<file path="src/pkg/srsf_map.svh">
/*
  Register offsets, field positions, reset values and frame counts
  for the serial receive status flag block.
  Assumes the includer uses the names only; it holds no logic.
*/
`ifndef SRSF_MAP_SVH
`define SRSF_MAP_SVH

// register offsets on the 8-bit address port
`define SRSF_OFS_CTRL  8'h00
`define SRSF_OFS_STAT  8'h04
`define SRSF_OFS_RXD   8'h08
`define SRSF_OFS_TXD   8'h0c
`define SRSF_OFS_ISTAT 8'h10
`define SRSF_OFS_IMASK 8'h14

// control register fields
`define SRSF_CTL_TE    0
`define SRSF_CTL_RE    1
`define SRSF_CTL_SYNC  2
`define SRSF_CTL_STOP2 3
`define SRSF_CTRL_RST  4'h0

// status register: flags sit in bits 7..4, low nibble reads zero
`define SRSF_ST_LSB    4
`define SRSF_FL_TRANSMIT_BUFFER_EMPTY_FLAG   3
`define SRSF_FL_RECEIVE_BUFFER_FULL_FLAG   2
`define SRSF_FL_OVERRUN_FLAG   1
`define SRSF_FL_FER    0
`define SRSF_FLAG_RST  4'h8

// interrupt status and mask fields
`define SRSF_EV_RXF    0
`define SRSF_EV_OVR    1
`define SRSF_EV_FER    2
`define SRSF_EV_TXE    3
`define SRSF_IRQ_RST   4'h0

// last receive data bit index, and frame lengths in bit times
`define SRSF_DATA_LAST 3'd7
`define SRSF_TX_SYNC   4'd8
`define SRSF_TX_ASYNC1 4'd10
`define SRSF_TX_ASYNC2 4'd11

`endif

</file>
<file path="src/pkg/srsf_pkg.sv">
/*
  Types shared by the serial receive status flag block.
  Assumes srsf_map.svh provides the numeric constants.
*/
package srsf_pkg;
  // receive shift path states
  typedef enum logic [1:0] {RX_IDLE, RX_DATA, RX_STOP} srsf_rx_t;
  // transmit shift path states
  typedef enum logic {TX_IDLE, TX_SHIFT} srsf_tx_t;
  // flag index vector: transmit_buffer_empty_flag, receive_buffer_full_flag, overrun_flag, fer
  typedef logic [3:0] srsf_flags_t;
endpackage

</file>
<file path="src/rtl/srsf_top.sv">
/*
  Status flags of one serial channel with its shift paths, holding
  registers, read-then-write flag clearing and a masked interrupt.
  Assumes a bit strobe from an outside rate generator and a plain
  register port with read data one cycle after the read strobe.
*/
// What this block does
// - transmit empty flag is forced to one while transmit is disabled.
// - moving holding byte into transmit shifter sets transmit empty flag.
// - receive full flag clears by zero write after reading it as one, or controller read.
// - transfer controller read of receive holding register clears full flag.
// - good reception copies byte to holding register and sets full flag.
// - error or receive disable leaves holding register and full flag alone.
// - reception completing while full flag is one sets overrun flag.
// - on overrun the old byte stays, the new byte is dropped.
// - overrun flag resets to zero, clears by zero write after read.
// - clearing receive enable leaves the overrun flag untouched.
// - reception halts while the overrun flag is one.
// - synchronous mode transmission halts while the overrun flag is one.
// - receive full flag reads zero after reset.
// - framing errors are flagged only for asynchronous receptions.
// - empty flag clears by zero write after read, or controller write.
// - framing error when first stop bit samples as zero.
`timescale 1ns/10ps
`default_nettype none
`include "srsf_map.svh"

module srsf_top (
  input  wire logic       I_CLK_SYS,  // 100 MHz system clock
  input  wire logic       I_RST,      // async reset, active high
  input  wire logic [7:0] I_ADDR,     // register offset
  input  wire logic [7:0] I_WDATA,    // write data
  input  wire logic       I_WR,       // write strobe
  input  wire logic       I_RD,       // read strobe
  input  wire logic       I_XFER,     // access made by transfer ctrl
  input  wire logic       I_BIT_TICK, // one pulse per bit time
  input  wire logic       I_RXD,      // serial receive line
  output logic      [7:0] O_RDATA,    // read data, cycle after read
  output logic            O_TXD,      // serial transmit line
  output logic            O_RX_REQ,   // receive full request
  output logic            O_TX_REQ,   // transmit empty request
  output logic            O_IRQ       // level interrupt
);
  import srsf_pkg::*;

  ////////////////////////////////////////////////////////////////////
  // state
  logic [3:0]  ctrl_q;
  srsf_flags_t flg_q, flg_d;
  srsf_flags_t arm_q;
  logic [7:0]  rdr_q, tdr_q;
  logic [3:0]  istat_q, imask_q;
  logic [7:0]  rdata_q;
  srsf_tx_t    tx_st_q;
  logic [10:0] tsr_q;
  logic [3:0]  tx_cnt_q, tx_len_q;
  logic        txd_q;
  logic        rx_done, rx_stop;
  logic [7:0]  rx_data;

  ////////////////////////////////////////////////////////////////////
  // address decode
  wire hit_ctrl  = (I_ADDR == `SRSF_OFS_CTRL);
  wire hit_stat  = (I_ADDR == `SRSF_OFS_STAT);
  wire hit_rxd   = (I_ADDR == `SRSF_OFS_RXD);
  wire hit_txd   = (I_ADDR == `SRSF_OFS_TXD);
  wire hit_istat = (I_ADDR == `SRSF_OFS_ISTAT);
  wire hit_imask = (I_ADDR == `SRSF_OFS_IMASK);

  wire stat_rd = I_RD & hit_stat;
  wire stat_wr = I_WR & hit_stat;
  wire te      = ctrl_q[`SRSF_CTL_TE];
  wire re      = ctrl_q[`SRSF_CTL_RE];
  wire sync_md = ctrl_q[`SRSF_CTL_SYNC];
  wire stop2   = ctrl_q[`SRSF_CTL_STOP2];
  wire transmit_buffer_empty_flag    = flg_q[`SRSF_FL_TRANSMIT_BUFFER_EMPTY_FLAG];
  wire receive_buffer_full_flag    = flg_q[`SRSF_FL_RECEIVE_BUFFER_FULL_FLAG];
  wire overrun_flag    = flg_q[`SRSF_FL_OVERRUN_FLAG];
  wire framing_error_flag     = flg_q[`SRSF_FL_FER];

  // read mux; unmapped offsets read as zero
  wire [7:0] rd_mux =
    hit_ctrl  ? {4'h0, ctrl_q} :
    hit_stat  ? {flg_q, 4'h0} :
    hit_rxd   ? rdr_q :
    hit_txd   ? tdr_q :
    hit_istat ? {4'h0, istat_q} :
    hit_imask ? {4'h0, imask_q} : 8'h00;

  // data stands one cycle only, zero otherwise
  always_ff @(posedge I_CLK_SYS or posedge I_RST) begin
    if (I_RST) begin
      rdata_q <= 8'h00;
    end else begin
      rdata_q <= I_RD ? rd_mux : 8'h00;
    end
  end
  assign O_RDATA = rdata_q;

  ////////////////////////////////////////////////////////////////////
  // receive path; halted by a pending error so no byte is half-lost
  // halt on overrun
  wire rx_en = re & ~overrun_flag & ~framing_error_flag;

  srsf_rx_shift u_rx (
    .i_clk  (I_CLK_SYS),
    .i_rst  (I_RST),
    .i_en   (rx_en),
    .i_sync (sync_md),
    .i_tick (I_BIT_TICK),
    .i_rxd  (I_RXD),
    .o_done (rx_done),
    .o_data (rx_data),
    .o_stop (rx_stop)
  );

  wire fer_set  = rx_done & ~sync_md & ~rx_stop;
  wire overrun_flag_set = rx_done & receive_buffer_full_flag;
  wire rx_ok    = rx_done & ~receive_buffer_full_flag & ~fer_set;

  ////////////////////////////////////////////////////////////////////
  // transmit path
  // sync transmit halts on overrun
  wire tx_stall = sync_md & overrun_flag;
  wire tx_load  = te & ~transmit_buffer_empty_flag & (tx_st_q == TX_IDLE) & ~tx_stall;
  wire [3:0] frame_len = sync_md ? `SRSF_TX_SYNC :
                         stop2   ? `SRSF_TX_ASYNC2 : `SRSF_TX_ASYNC1;
  // sync frames carry no start bit, so data goes out from bit 0
  wire [10:0] frame = sync_md ? {3'h7, tdr_q} : {2'h3, tdr_q, 1'b0};

  always_ff @(posedge I_CLK_SYS or posedge I_RST) begin
    if (I_RST) begin
      tx_st_q  <= TX_IDLE;
      tsr_q    <= 11'h7ff;
      tx_cnt_q <= 4'h0;
      tx_len_q <= 4'h0;
      txd_q    <= 1'b1;
    end else if (!te) begin
      tx_st_q <= TX_IDLE;
      txd_q   <= 1'b1;
    end else begin
      case (tx_st_q)
        TX_IDLE: begin
          if (tx_load) begin
            tsr_q    <= frame;
            tx_cnt_q <= 4'h0;
            tx_len_q <= frame_len;
            tx_st_q  <= TX_SHIFT;
          end
        end
        default: begin
          if (I_BIT_TICK && !tx_stall) begin
            txd_q    <= tsr_q[0];
            tsr_q    <= {1'b1, tsr_q[10:1]};
            tx_cnt_q <= tx_cnt_q + 4'h1;
            if (tx_cnt_q == tx_len_q - 4'h1) begin
              tx_st_q <= TX_IDLE;
            end
          end
        end
      endcase
    end
  end
  assign O_TXD = txd_q;

  ////////////////////////////////////////////////////////////////////
  // flag clearing: a status read arms each bit that read as one,
  // and of the status writes only a zero write to an armed bit clears it
  wire [3:0] wr_zero = ~I_WDATA[7:`SRSF_ST_LSB];
  wire [3:0] sw_clr  = {4{stat_wr}} & wr_zero & arm_q;

  genvar gi;
  generate
    for (gi = 0; gi < 4; gi = gi + 1) begin : g_arm
      // arm only from a read of one
      always_ff @(posedge I_CLK_SYS or posedge I_RST) begin
        if (I_RST) begin
          arm_q[gi] <= 1'b0;
        end else if (stat_rd) begin
          arm_q[gi] <= flg_q[gi];
        end else if (sw_clr[gi]) begin
          arm_q[gi] <= 1'b0;
        end
      end
    end
  endgenerate

  // transfer controller side effects
  // controller read clears full
  wire xfer_rd  = I_XFER & I_RD & hit_rxd & receive_buffer_full_flag;
  wire xfer_wr  = I_XFER & I_WR & hit_txd & transmit_buffer_empty_flag;
  wire receive_buffer_full_flag_clr = sw_clr[`SRSF_FL_RECEIVE_BUFFER_FULL_FLAG] | xfer_rd;
  wire transmit_buffer_empty_flag_clr = sw_clr[`SRSF_FL_TRANSMIT_BUFFER_EMPTY_FLAG] | xfer_wr;

  // setting always beats clearing in the same cycle
  always_comb begin
    flg_d = flg_q;
    if (~te | tx_load) begin
      flg_d[`SRSF_FL_TRANSMIT_BUFFER_EMPTY_FLAG] = 1'b1;
    end else if (transmit_buffer_empty_flag_clr) begin
      flg_d[`SRSF_FL_TRANSMIT_BUFFER_EMPTY_FLAG] = 1'b0;
    end
    if (rx_ok) begin
      flg_d[`SRSF_FL_RECEIVE_BUFFER_FULL_FLAG] = 1'b1;
    end else if (receive_buffer_full_flag_clr) begin
      flg_d[`SRSF_FL_RECEIVE_BUFFER_FULL_FLAG] = 1'b0;
    end
    if (overrun_flag_set) begin
      flg_d[`SRSF_FL_OVERRUN_FLAG] = 1'b1;
    end else if (sw_clr[`SRSF_FL_OVERRUN_FLAG]) begin
      flg_d[`SRSF_FL_OVERRUN_FLAG] = 1'b0;
    end
    if (fer_set) begin
      flg_d[`SRSF_FL_FER] = 1'b1;
    end else if (sw_clr[`SRSF_FL_FER]) begin
      flg_d[`SRSF_FL_FER] = 1'b0;
    end
  end

  always_ff @(posedge I_CLK_SYS or posedge I_RST) begin
    if (I_RST) begin
      flg_q <= `SRSF_FLAG_RST;
    end else begin
      flg_q <= flg_d;
    end
  end

  ////////////////////////////////////////////////////////////////////
  // holding registers and control
  // old byte kept on overrun
  always_ff @(posedge I_CLK_SYS or posedge I_RST) begin
    if (I_RST) begin
      rdr_q  <= 8'h00;
      tdr_q  <= 8'h00;
      ctrl_q <= `SRSF_CTRL_RST;
    end else begin
      if (rx_ok) begin
        rdr_q <= rx_data;
      end
      if (I_WR && hit_txd) begin
        tdr_q <= I_WDATA;
      end
      if (I_WR && hit_ctrl) begin
        ctrl_q <= I_WDATA[3:0];
      end
    end
  end

  assign O_RX_REQ = receive_buffer_full_flag;
  assign O_TX_REQ = transmit_buffer_empty_flag & te;

  ////////////////////////////////////////////////////////////////////
  // interrupt: sticky events, write one to clear, set wins
  wire [3:0] ev;
  assign ev[`SRSF_EV_RXF] = rx_ok;
  assign ev[`SRSF_EV_OVR] = overrun_flag_set;
  assign ev[`SRSF_EV_FER] = fer_set;
  assign ev[`SRSF_EV_TXE] = tx_load;
  wire [3:0] ist_clr = (I_WR && hit_istat) ? I_WDATA[3:0] : 4'h0;

  always_ff @(posedge I_CLK_SYS or posedge I_RST) begin
    if (I_RST) begin
      istat_q <= `SRSF_IRQ_RST;
      imask_q <= `SRSF_IRQ_RST;
    end else begin
      istat_q <= ev | (istat_q & ~ist_clr);
      if (I_WR && hit_imask) begin
        imask_q <= I_WDATA[3:0];
      end
    end
  end
  assign O_IRQ = |(istat_q & imask_q);
endmodule
`default_nettype wire

</file>
<file path="src/rtl/srsf_rx_shift.sv">
/*
  Receive shift register: collects one 8-bit character, lsb first.
  Assumes i_tick pulses once per bit, near the bit centre.
*/
`timescale 1ns/10ps
`default_nettype none
`include "srsf_map.svh"

module srsf_rx_shift (
  input  wire logic       i_clk,   // system clock
  input  wire logic       i_rst,   // async reset, active high
  input  wire logic       i_en,    // reception allowed
  input  wire logic       i_sync,  // clocked synchronous mode
  input  wire logic       i_tick,  // bit sample strobe
  input  wire logic       i_rxd,   // serial input
  output logic            o_done,  // character complete, one cycle
  output logic [7:0]      o_data,  // received character
  output logic            o_stop   // first stop bit seen
);
  import srsf_pkg::*;

  srsf_rx_t  st_q;
  logic [2:0] cnt_q;
  logic [7:0] sh_q;
  wire  [7:0] sh_nx = {i_rxd, sh_q[7:1]};

  // dropping i_en aborts a half-received character
  always_ff @(posedge i_clk or posedge i_rst) begin
    if (i_rst) begin
      st_q   <= RX_IDLE;
      cnt_q  <= 3'h0;
      sh_q   <= 8'h00;
      o_done <= 1'b0;
      o_data <= 8'h00;
      o_stop <= 1'b1;
    end else if (!i_en) begin
      st_q   <= RX_IDLE;
      o_done <= 1'b0;
    end else begin
      o_done <= 1'b0;
      if (i_tick) begin
        case (st_q)
          RX_IDLE: begin
            if (i_sync) begin
              sh_q  <= sh_nx;
              cnt_q <= 3'h1;
              st_q  <= RX_DATA;
            end else if (!i_rxd) begin
              cnt_q <= 3'h0;
              st_q  <= RX_DATA;
            end
          end
          RX_DATA: begin
            sh_q  <= sh_nx;
            cnt_q <= cnt_q + 3'h1;
            if (cnt_q == `SRSF_DATA_LAST) begin
              if (i_sync) begin
                o_data <= sh_nx;
                o_stop <= 1'b1;
                o_done <= 1'b1;
                st_q   <= RX_IDLE;
              end else begin
                st_q <= RX_STOP;
              end
            end
          end
          // only the first stop bit is looked at
          default: begin
            o_data <= sh_q;
            o_stop <= i_rxd;
            o_done <= 1'b1;
            st_q   <= RX_IDLE;
          end
        endcase
      end
    end
  end

endmodule
`default_nettype wire

</file>
<file path="config.mk">
export PLATFORM = sky130hd
export DESIGN_NAME = srsf_top
export DESIGN_NICKNAME = d
export VERILOG_FILES = /design/src/pkg/srsf_pkg.sv /design/src/rtl/srsf_top.sv /design/src/rtl/srsf_rx_shift.sv
export VERILOG_INCLUDE_DIRS = /design/src /design/src/pkg
export SDC_FILE = /design/constraint.sdc
export NUM_CORES = 1
export LEC_CHECK = 0
export BUFFER_PORTS_ARGS = -buffer_cell sky130_fd_sc_hd__buf_2
export CAP_MARGIN = 20
export CORE_MARGIN = 1
export CORE_UTILIZATION = 35
export DETAILED_ROUTE_END_ITERATION = 12
export PLACE_DENSITY_LB_ADDON = 0.08
export SETUP_SLACK_MARGIN = 0.5
export SYNTH_ARGS = -nofsm -noshare
export SYNTH_HDL_FRONTEND = slang
export SYNTH_SLANG_ARGS = --single-unit
</file>
<file path="constraint.sdc">
create_clock -name I_CLK_SYS -period 3.14 [get_ports I_CLK_SYS]
set_input_delay 0.314 -clock I_CLK_SYS [delete_from_list [all_inputs] [get_ports I_CLK_SYS]]
set_output_delay 0.314 -clock I_CLK_SYS [all_outputs]
set_load 0.005 [all_outputs]
</file>
# Word level (Yosys, flattened, before mapping)
# Index checks and enable logic that the tools add are counted.
[word_totals]
reg_bits = 88
output_inout_bits = 12
wordCells = 174
[op_classes]
addsub = 3
eq_ne = 18
muxes = 61
n_bitwise = 41
n_reduce_logical = 26
[op_table]
columns = ["operator", "count"]
rows = [
  ["$mux W8", 7],
  ["$mux W11", 3],
  ["$pmux W8 S2", 2],
  ["$mux W1", 29],
  ["$mux W4", 6],
  ["$and A1 B1 Y1", 20],
  ["$reduce_bool A2 Y1", 10],
  ["$and A4 B4 Y4", 4],
  ["$eq A8 B4 Y1 const B", 2],
  ["$eq A8 B5 Y1 const B", 2],
  ["$mux W2", 7],
  ["$not A1 Y1", 11],
  ["$mux W9", 1],
  ["$reduce_and A3 Y1", 3],
  ["$eq A8 B3 Y1 const B", 1],
  ["$logic_not A8 Y1", 1],
  ["$ne A2 B1 Y1 const B", 4],
  ["$not A4 Y4", 2],
  ["$reduce_and A4 Y1", 2],
  ["$mux W3", 2],
  ["$ne A2 B2 Y1 const B", 3],
  ["$ne A3 B3 Y1 const B", 2],
  ["$pmux W3 S2", 1],
  ["$logic_and A1 B1 Y1", 5],
  ["other kinds (16)", 19],
]

# Longest topological paths before layout
[logic_depth]
depth_word = 8
mapped_depth = 7
ltp_nobuf = 6

# Cells and area by module
# Synthesis repeated with hierarchy kept, for this count alone.
[unflattened]
hier_cells = 388
hier_area_um2 = 4116.4
[by_module_without_submodules]
columns = ["module", "instances", "cells_each", "area_each_um2"]
rows = [
  ["srsf_top", 1, 296, 3072.9],
  ["srsf_rx_shift", 1, 92, 1043.5],
]

# Least setup slack after synthesis
# Ideal clock, no wire load.
[synth_path]
path_type = "input-to-reg"
startpoint = "input port I_ADDR[5]"
endpoint = "register flg_q[2]"
setup_time_ps = 120
arrival_time_ps = 1849
t_required_ps = 3020
setup_slack_ps = 1172
path_stages = 5
path_buffers = 1
path_cell_list = "or3_4 buf_6 or4_4 or3_1 a31o_1"
[synth_via]
elab_chain_cells = 6
elab_cells_between_ends = 9
classes_between = "2 x eq/ne; 6 x bitwise; 1 x reduce/logical"
[synth_lines]
columns = ["element", "line_no", "source"]
rows = [
  ["start: declaration", "srsf_top.sv:31", "input wire logic [7:0] I_ADDR,"],
  ["$eq A8 B3 Y1 (no source line)", "--", ""],
  ["$and A1 B1 Y1", "srsf_top.sv:71", "wire stat_wr = I_WR & hit_stat;"],
  ["$and A4 B4 Y4 (2 in series)", "srsf_top.sv:170", "wire [3:0] sw_clr = {4{stat_wr}} & wr_zero & arm_q;"],
  ["$or A1 B1 Y1 *", "srsf_top.sv:192", "wire receive_buffer_full_flag_clr = sw_clr[`SRSF_FL_RECEIVE_BUFFER_FULL_FLAG] | xfer_rd;"],
  ["$reduce_bool A2 Y1 (no source line) *", "--", ""],
  ["end signal: assignment", "srsf_top.sv:222", "flg_q <= `SRSF_FLAG_RST;"],
  ["end signal: assignment", "srsf_top.sv:224", "flg_q <= flg_d;"],
  ["end: declaration", "srsf_top.sv:49", "srsf_flags_t flg_q, flg_d;"],
]
# Mark *: on every way between the ends. The rest lies on a longest branch, timed or not.
# A chain may end at the register's enable or synchronous reset.

# Worst setup path after layout
[layout_path]
startpoint = "register ctrl_q[2]"
endpoint = "register tx_cnt_q[2]"
[layout_via]
elab_chain_cells = 5
elab_cells_between_ends = 8
classes_between = "1 x eq/ne; 3 x bitwise; 4 x reduce/logical"
[layout_lines]
columns = ["element", "line_no", "source"]
rows = [
  ["start: declaration", "srsf_top.sv:48", "logic [3:0] ctrl_q;"],
  ["start signal: assignment", "srsf_top.sv:235", "ctrl_q <= `SRSF_CTRL_RST;"],
  ["start signal: assignment", "srsf_top.sv:244", "ctrl_q <= I_WDATA[3:0];"],
  ["$and A1 B1 Y1 *", "srsf_top.sv:124", "wire tx_stall = sync_md & overrun_flag;"],
  ["$logic_not A1 Y1 / $not A1 Y1 (equally long branches)", "srsf_top.sv:152, srsf_top.sv:125", ""],
  ["$logic_and A1 B1 Y1 / $and A1 B1 Y1 (equally long branches)", "srsf_top.sv:152, srsf_top.sv:125", ""],
  ["$ne A2 B1 Y1 (no source line) / $reduce_bool A2 Y1 (equally long branches)", "--", ""],
  ["$reduce_and A3 Y1 (no source line) *", "--", ""],
  ["end signal: assignment", "srsf_top.sv:155", "tx_cnt_q <= tx_cnt_q + 4'h1;"],
  ["end: declaration", "srsf_top.sv:56", "logic [3:0] tx_cnt_q, tx_len_q;"],
]
# Marked as above.

==> metrics.yaml <==
worst_r2r_endpoint: "tx_cnt_q[2]$_DFFE_PP0P_"
ctsResizeCount: 0
cp-start-kind: "flip-flop"
grt_pass1_wl_um: 16010
grt_max_degree: 54
p_leak_nw: 2.198
reg2reg_depth: 4
floorplan.initialDensity: 0.3664
clk_latency_ns: 0.33
ioPinCount: 35
final.period_utilization: 0.7174
numPortBuffers: 34
fp.dieW_um: 109.7
synth.most_common_cell: "dfrtp_1"
hold_viol: 0
fin_tns_setup_ns: 0
finalSetupViolCount: 0
status: "finished, final reports clean"
fmaxAchievable_mhz: 443.9
cts_buffers: 9
synth-seq-cells: 85
rows: 38
fill_cells: 1056
drc_errors: 0
clk_pin_slew_ns: 0.06
avgSynthCellArea_um2: 10.79
netlist_top_cells_count: "dfrtp_1, mux2_2, nand2_1"
routedWlPerCell_um: 17.90
antenna_left: 0
yosys.area.top_type: "dfrtp_1"
max-cap-violations: 0
post-route-min-period_ns: 2.253
syn2layout_area_growth_pct: 16.49
crit_arrival_ns: 2.50
setup_slack_ns: 0.8873
ir_worst_vdd_mv: 0.3058
diodes: 0
utilization: 0.4268
worstPathMaxFanout: 19
vias: 2966
synth_edf_count: 0
async_flop_share: 1.000
mappedNetlistArea_mm2: 0.004059
grt_pass1_vias: 2894
drt_iter0_drc: 126
firstDrtPassIters: 4
cp_slowest_cell: "dfrtp_1"
cp.required_ns: 3.39
coreArea_mm2: 0.01108
synthDistinctLibCells: 47
netlist_instances: 376
dieHeight_um: 109.7
drive_gt1_frac: 0.2579
fin_worst_skew_ns: 0.006089
clock_sinks: 85
cts-htree-levels: 3
maxSlewViolCount: 0
worst_pin_slew_ns: 0.7619
max_stage_delay_ns: 0.65
synth_flop_cell: "dfrtp_1"
tritoncts: "yes"
die_area_mm2: 0.01203
syn_nets: 403
cp-end-kind: "flip-flop"
grt_overflow: 0
crit_type: "flip-flop to flip-flop"
antenna_found_initial: 0
rsz0062_at_grt: "no"
gp_congestion: 0.8175
holdWs_ns: 0.2316
cp-endpoint: "tx_cnt_q[2]$_DFFE_PP0P_"
synth.top_cell.area_share: 0.4501
r2r_start: "ctrl_q[2]$_DFFE_PP0P_"
total_power_w: 0.002438
slew_headroom: 0.4887
power.density_mw_per_mm2: 515.6
viasPerCell: 5.383
root_buffer: "clkbuf_16"
grt_usage: 0.1819
reg2reg_slack_ns: 0.89
hold_class: "primary input to flip-flop"
hpwl_um: 7077
pre_cts_ws_ns: 0.9249
seq_area_frac_synth: 0.5277
drt-total-wl_um: 9861
nets: 434
crit_chain: "a21boi_0 -> o21ai_1 -> or3_1 -> a21oi_1"
crit_path_start: "ctrl_q[2]$_DFFE_PP0P_"
synth_area_leaders: "dfrtp_1, mux2_2, dfstp_2, o21ai_0, mux2i_1"
yosys_warnings: 0
clockBufferDepth: 2
==> cell usage in the layout (no fill, tap or decap), drive strengths merged, types with 7 or more instances in the layout <==
master   n
dfrtp   73
buf     38
mux2    36
nand2   34
o21ai   29
inv     16
a21oi   16
mux2i   13
nand3   13
dfstp   12
nor2    11
clkbuf  11
nor3b    7
a221oi   7
or3      7
==> metrics by stage <==
step / instance area (um2) / cells
after floorplan: 4059 / 376
after global placement: 4360 / 534
after detailed placement: 4360 / 534
after CTS: 4691 / 549
after global routing: 4728 / 551
final: 4728 / 551
==> worst min path at each step <==
stage / endpoint / slack [ns] / startpoint / depth (start not counted)
6_report: tdr_q[4]$_DFFE_PP0P_ / 0.23 / I_WDATA[4] / 2
5_1_grt: tdr_q[4]$_DFFE_PP0P_ / 0.23 / I_WDATA[4] / 2
4_1_cts: tx_len_q[3]$_DFFE_PP0P_ / 0.19 / I_RST / 2
3_5_place_dp: u_rx.o_data[4]$_DFFE_PP0P_ / 0.47 / u_rx.o_data[4]$_DFFE_PP0P_ / 2
3_3_place_gp: tsr_q[1]$_DFFE_PP1P_ / 0.46 / tsr_q[2]$_DFFE_PP1P_ / 2
2_1_floorplan: u_rx.o_data[0]$_DFFE_PP0P_ / 0.44 / u_rx.o_data[0]$_DFFE_PP0P_ / 2
==> layer usage <==
metal / wire length (um) / GRT usage / share of wire
met1: 4571 / 0.2420 / 0.46
met2: 4805 / 0.2866 / 0.49
met3: 322 / 0.04505 / 0.033
met4: 162 / 0.06762 / 0.016
met5: 0 / 0 / 0
==> logic make-up after synthesis <==
logic type      share of synthesized area
simple gates                       0.1449
xor+xnor                         0.008630
fa+ha+maj                         0.01233
buf+inv                           0.03545
compound gates                     0.1390
mux                                0.1319
flops                              0.5277
==> layout make-up <==
type / instances / area, um2 / share of cell area
inverters: 17 / 65.06 / 0.01376
clock inverters: 4 / 97.59 / 0.02064
flip-flops and latches: 85 / 2142 / 0.4530
repair buffers: 39 / 242.7 / 0.05134
clock buffers: 11 / 232.7 / 0.04922
multi-input cells: 255 / 1773 / 0.3750
well taps: 140 / 175.2 / 0.03705
==> power breakdown <==
group | switching [W] | internal [W] | total (W)
combinational | 0.0000734 | 0.0000455 | 0.000119
clock | 0.000418 | 0.000774 | 0.00119
sequential | 0.0000182 | 0.00111 | 0.00113
total | 0.000510 | 0.00193 | 0.00244
==> state kept, by name (all words and copies together) (netlist names), 2 cells and up <==
name / cells
tsr_q: 9
O_RDATA: 8
rdr_q: 8
tdr_q: 8
u_rx.o_data: 8
u_rx.sh_q: 8
arm_q: 4
ctrl_q: 4
flg_q: 4
imask_q: 4
istat_q: 4
tx_cnt_q: 4
tx_len_q: 3
u_rx.cnt_q: 3
u_rx.st_q: 2
==> worst max-delay path, delay by kind of cell, from the launching register on <==
kind | cells | cell delay [ns]
flip-flops | 1 | 0.65
AO/OA/AOI/OAI | 3 | 1.10
AND/OR/NAND/NOR | 1 | 0.41
==> what timing repair did <==
item,in CTS,in global routing
hold buffers,0,1
hold endpoints to repair,0,3
buffers inserted,0,0
Note: power is estimated with default switching activity, not from simulation.
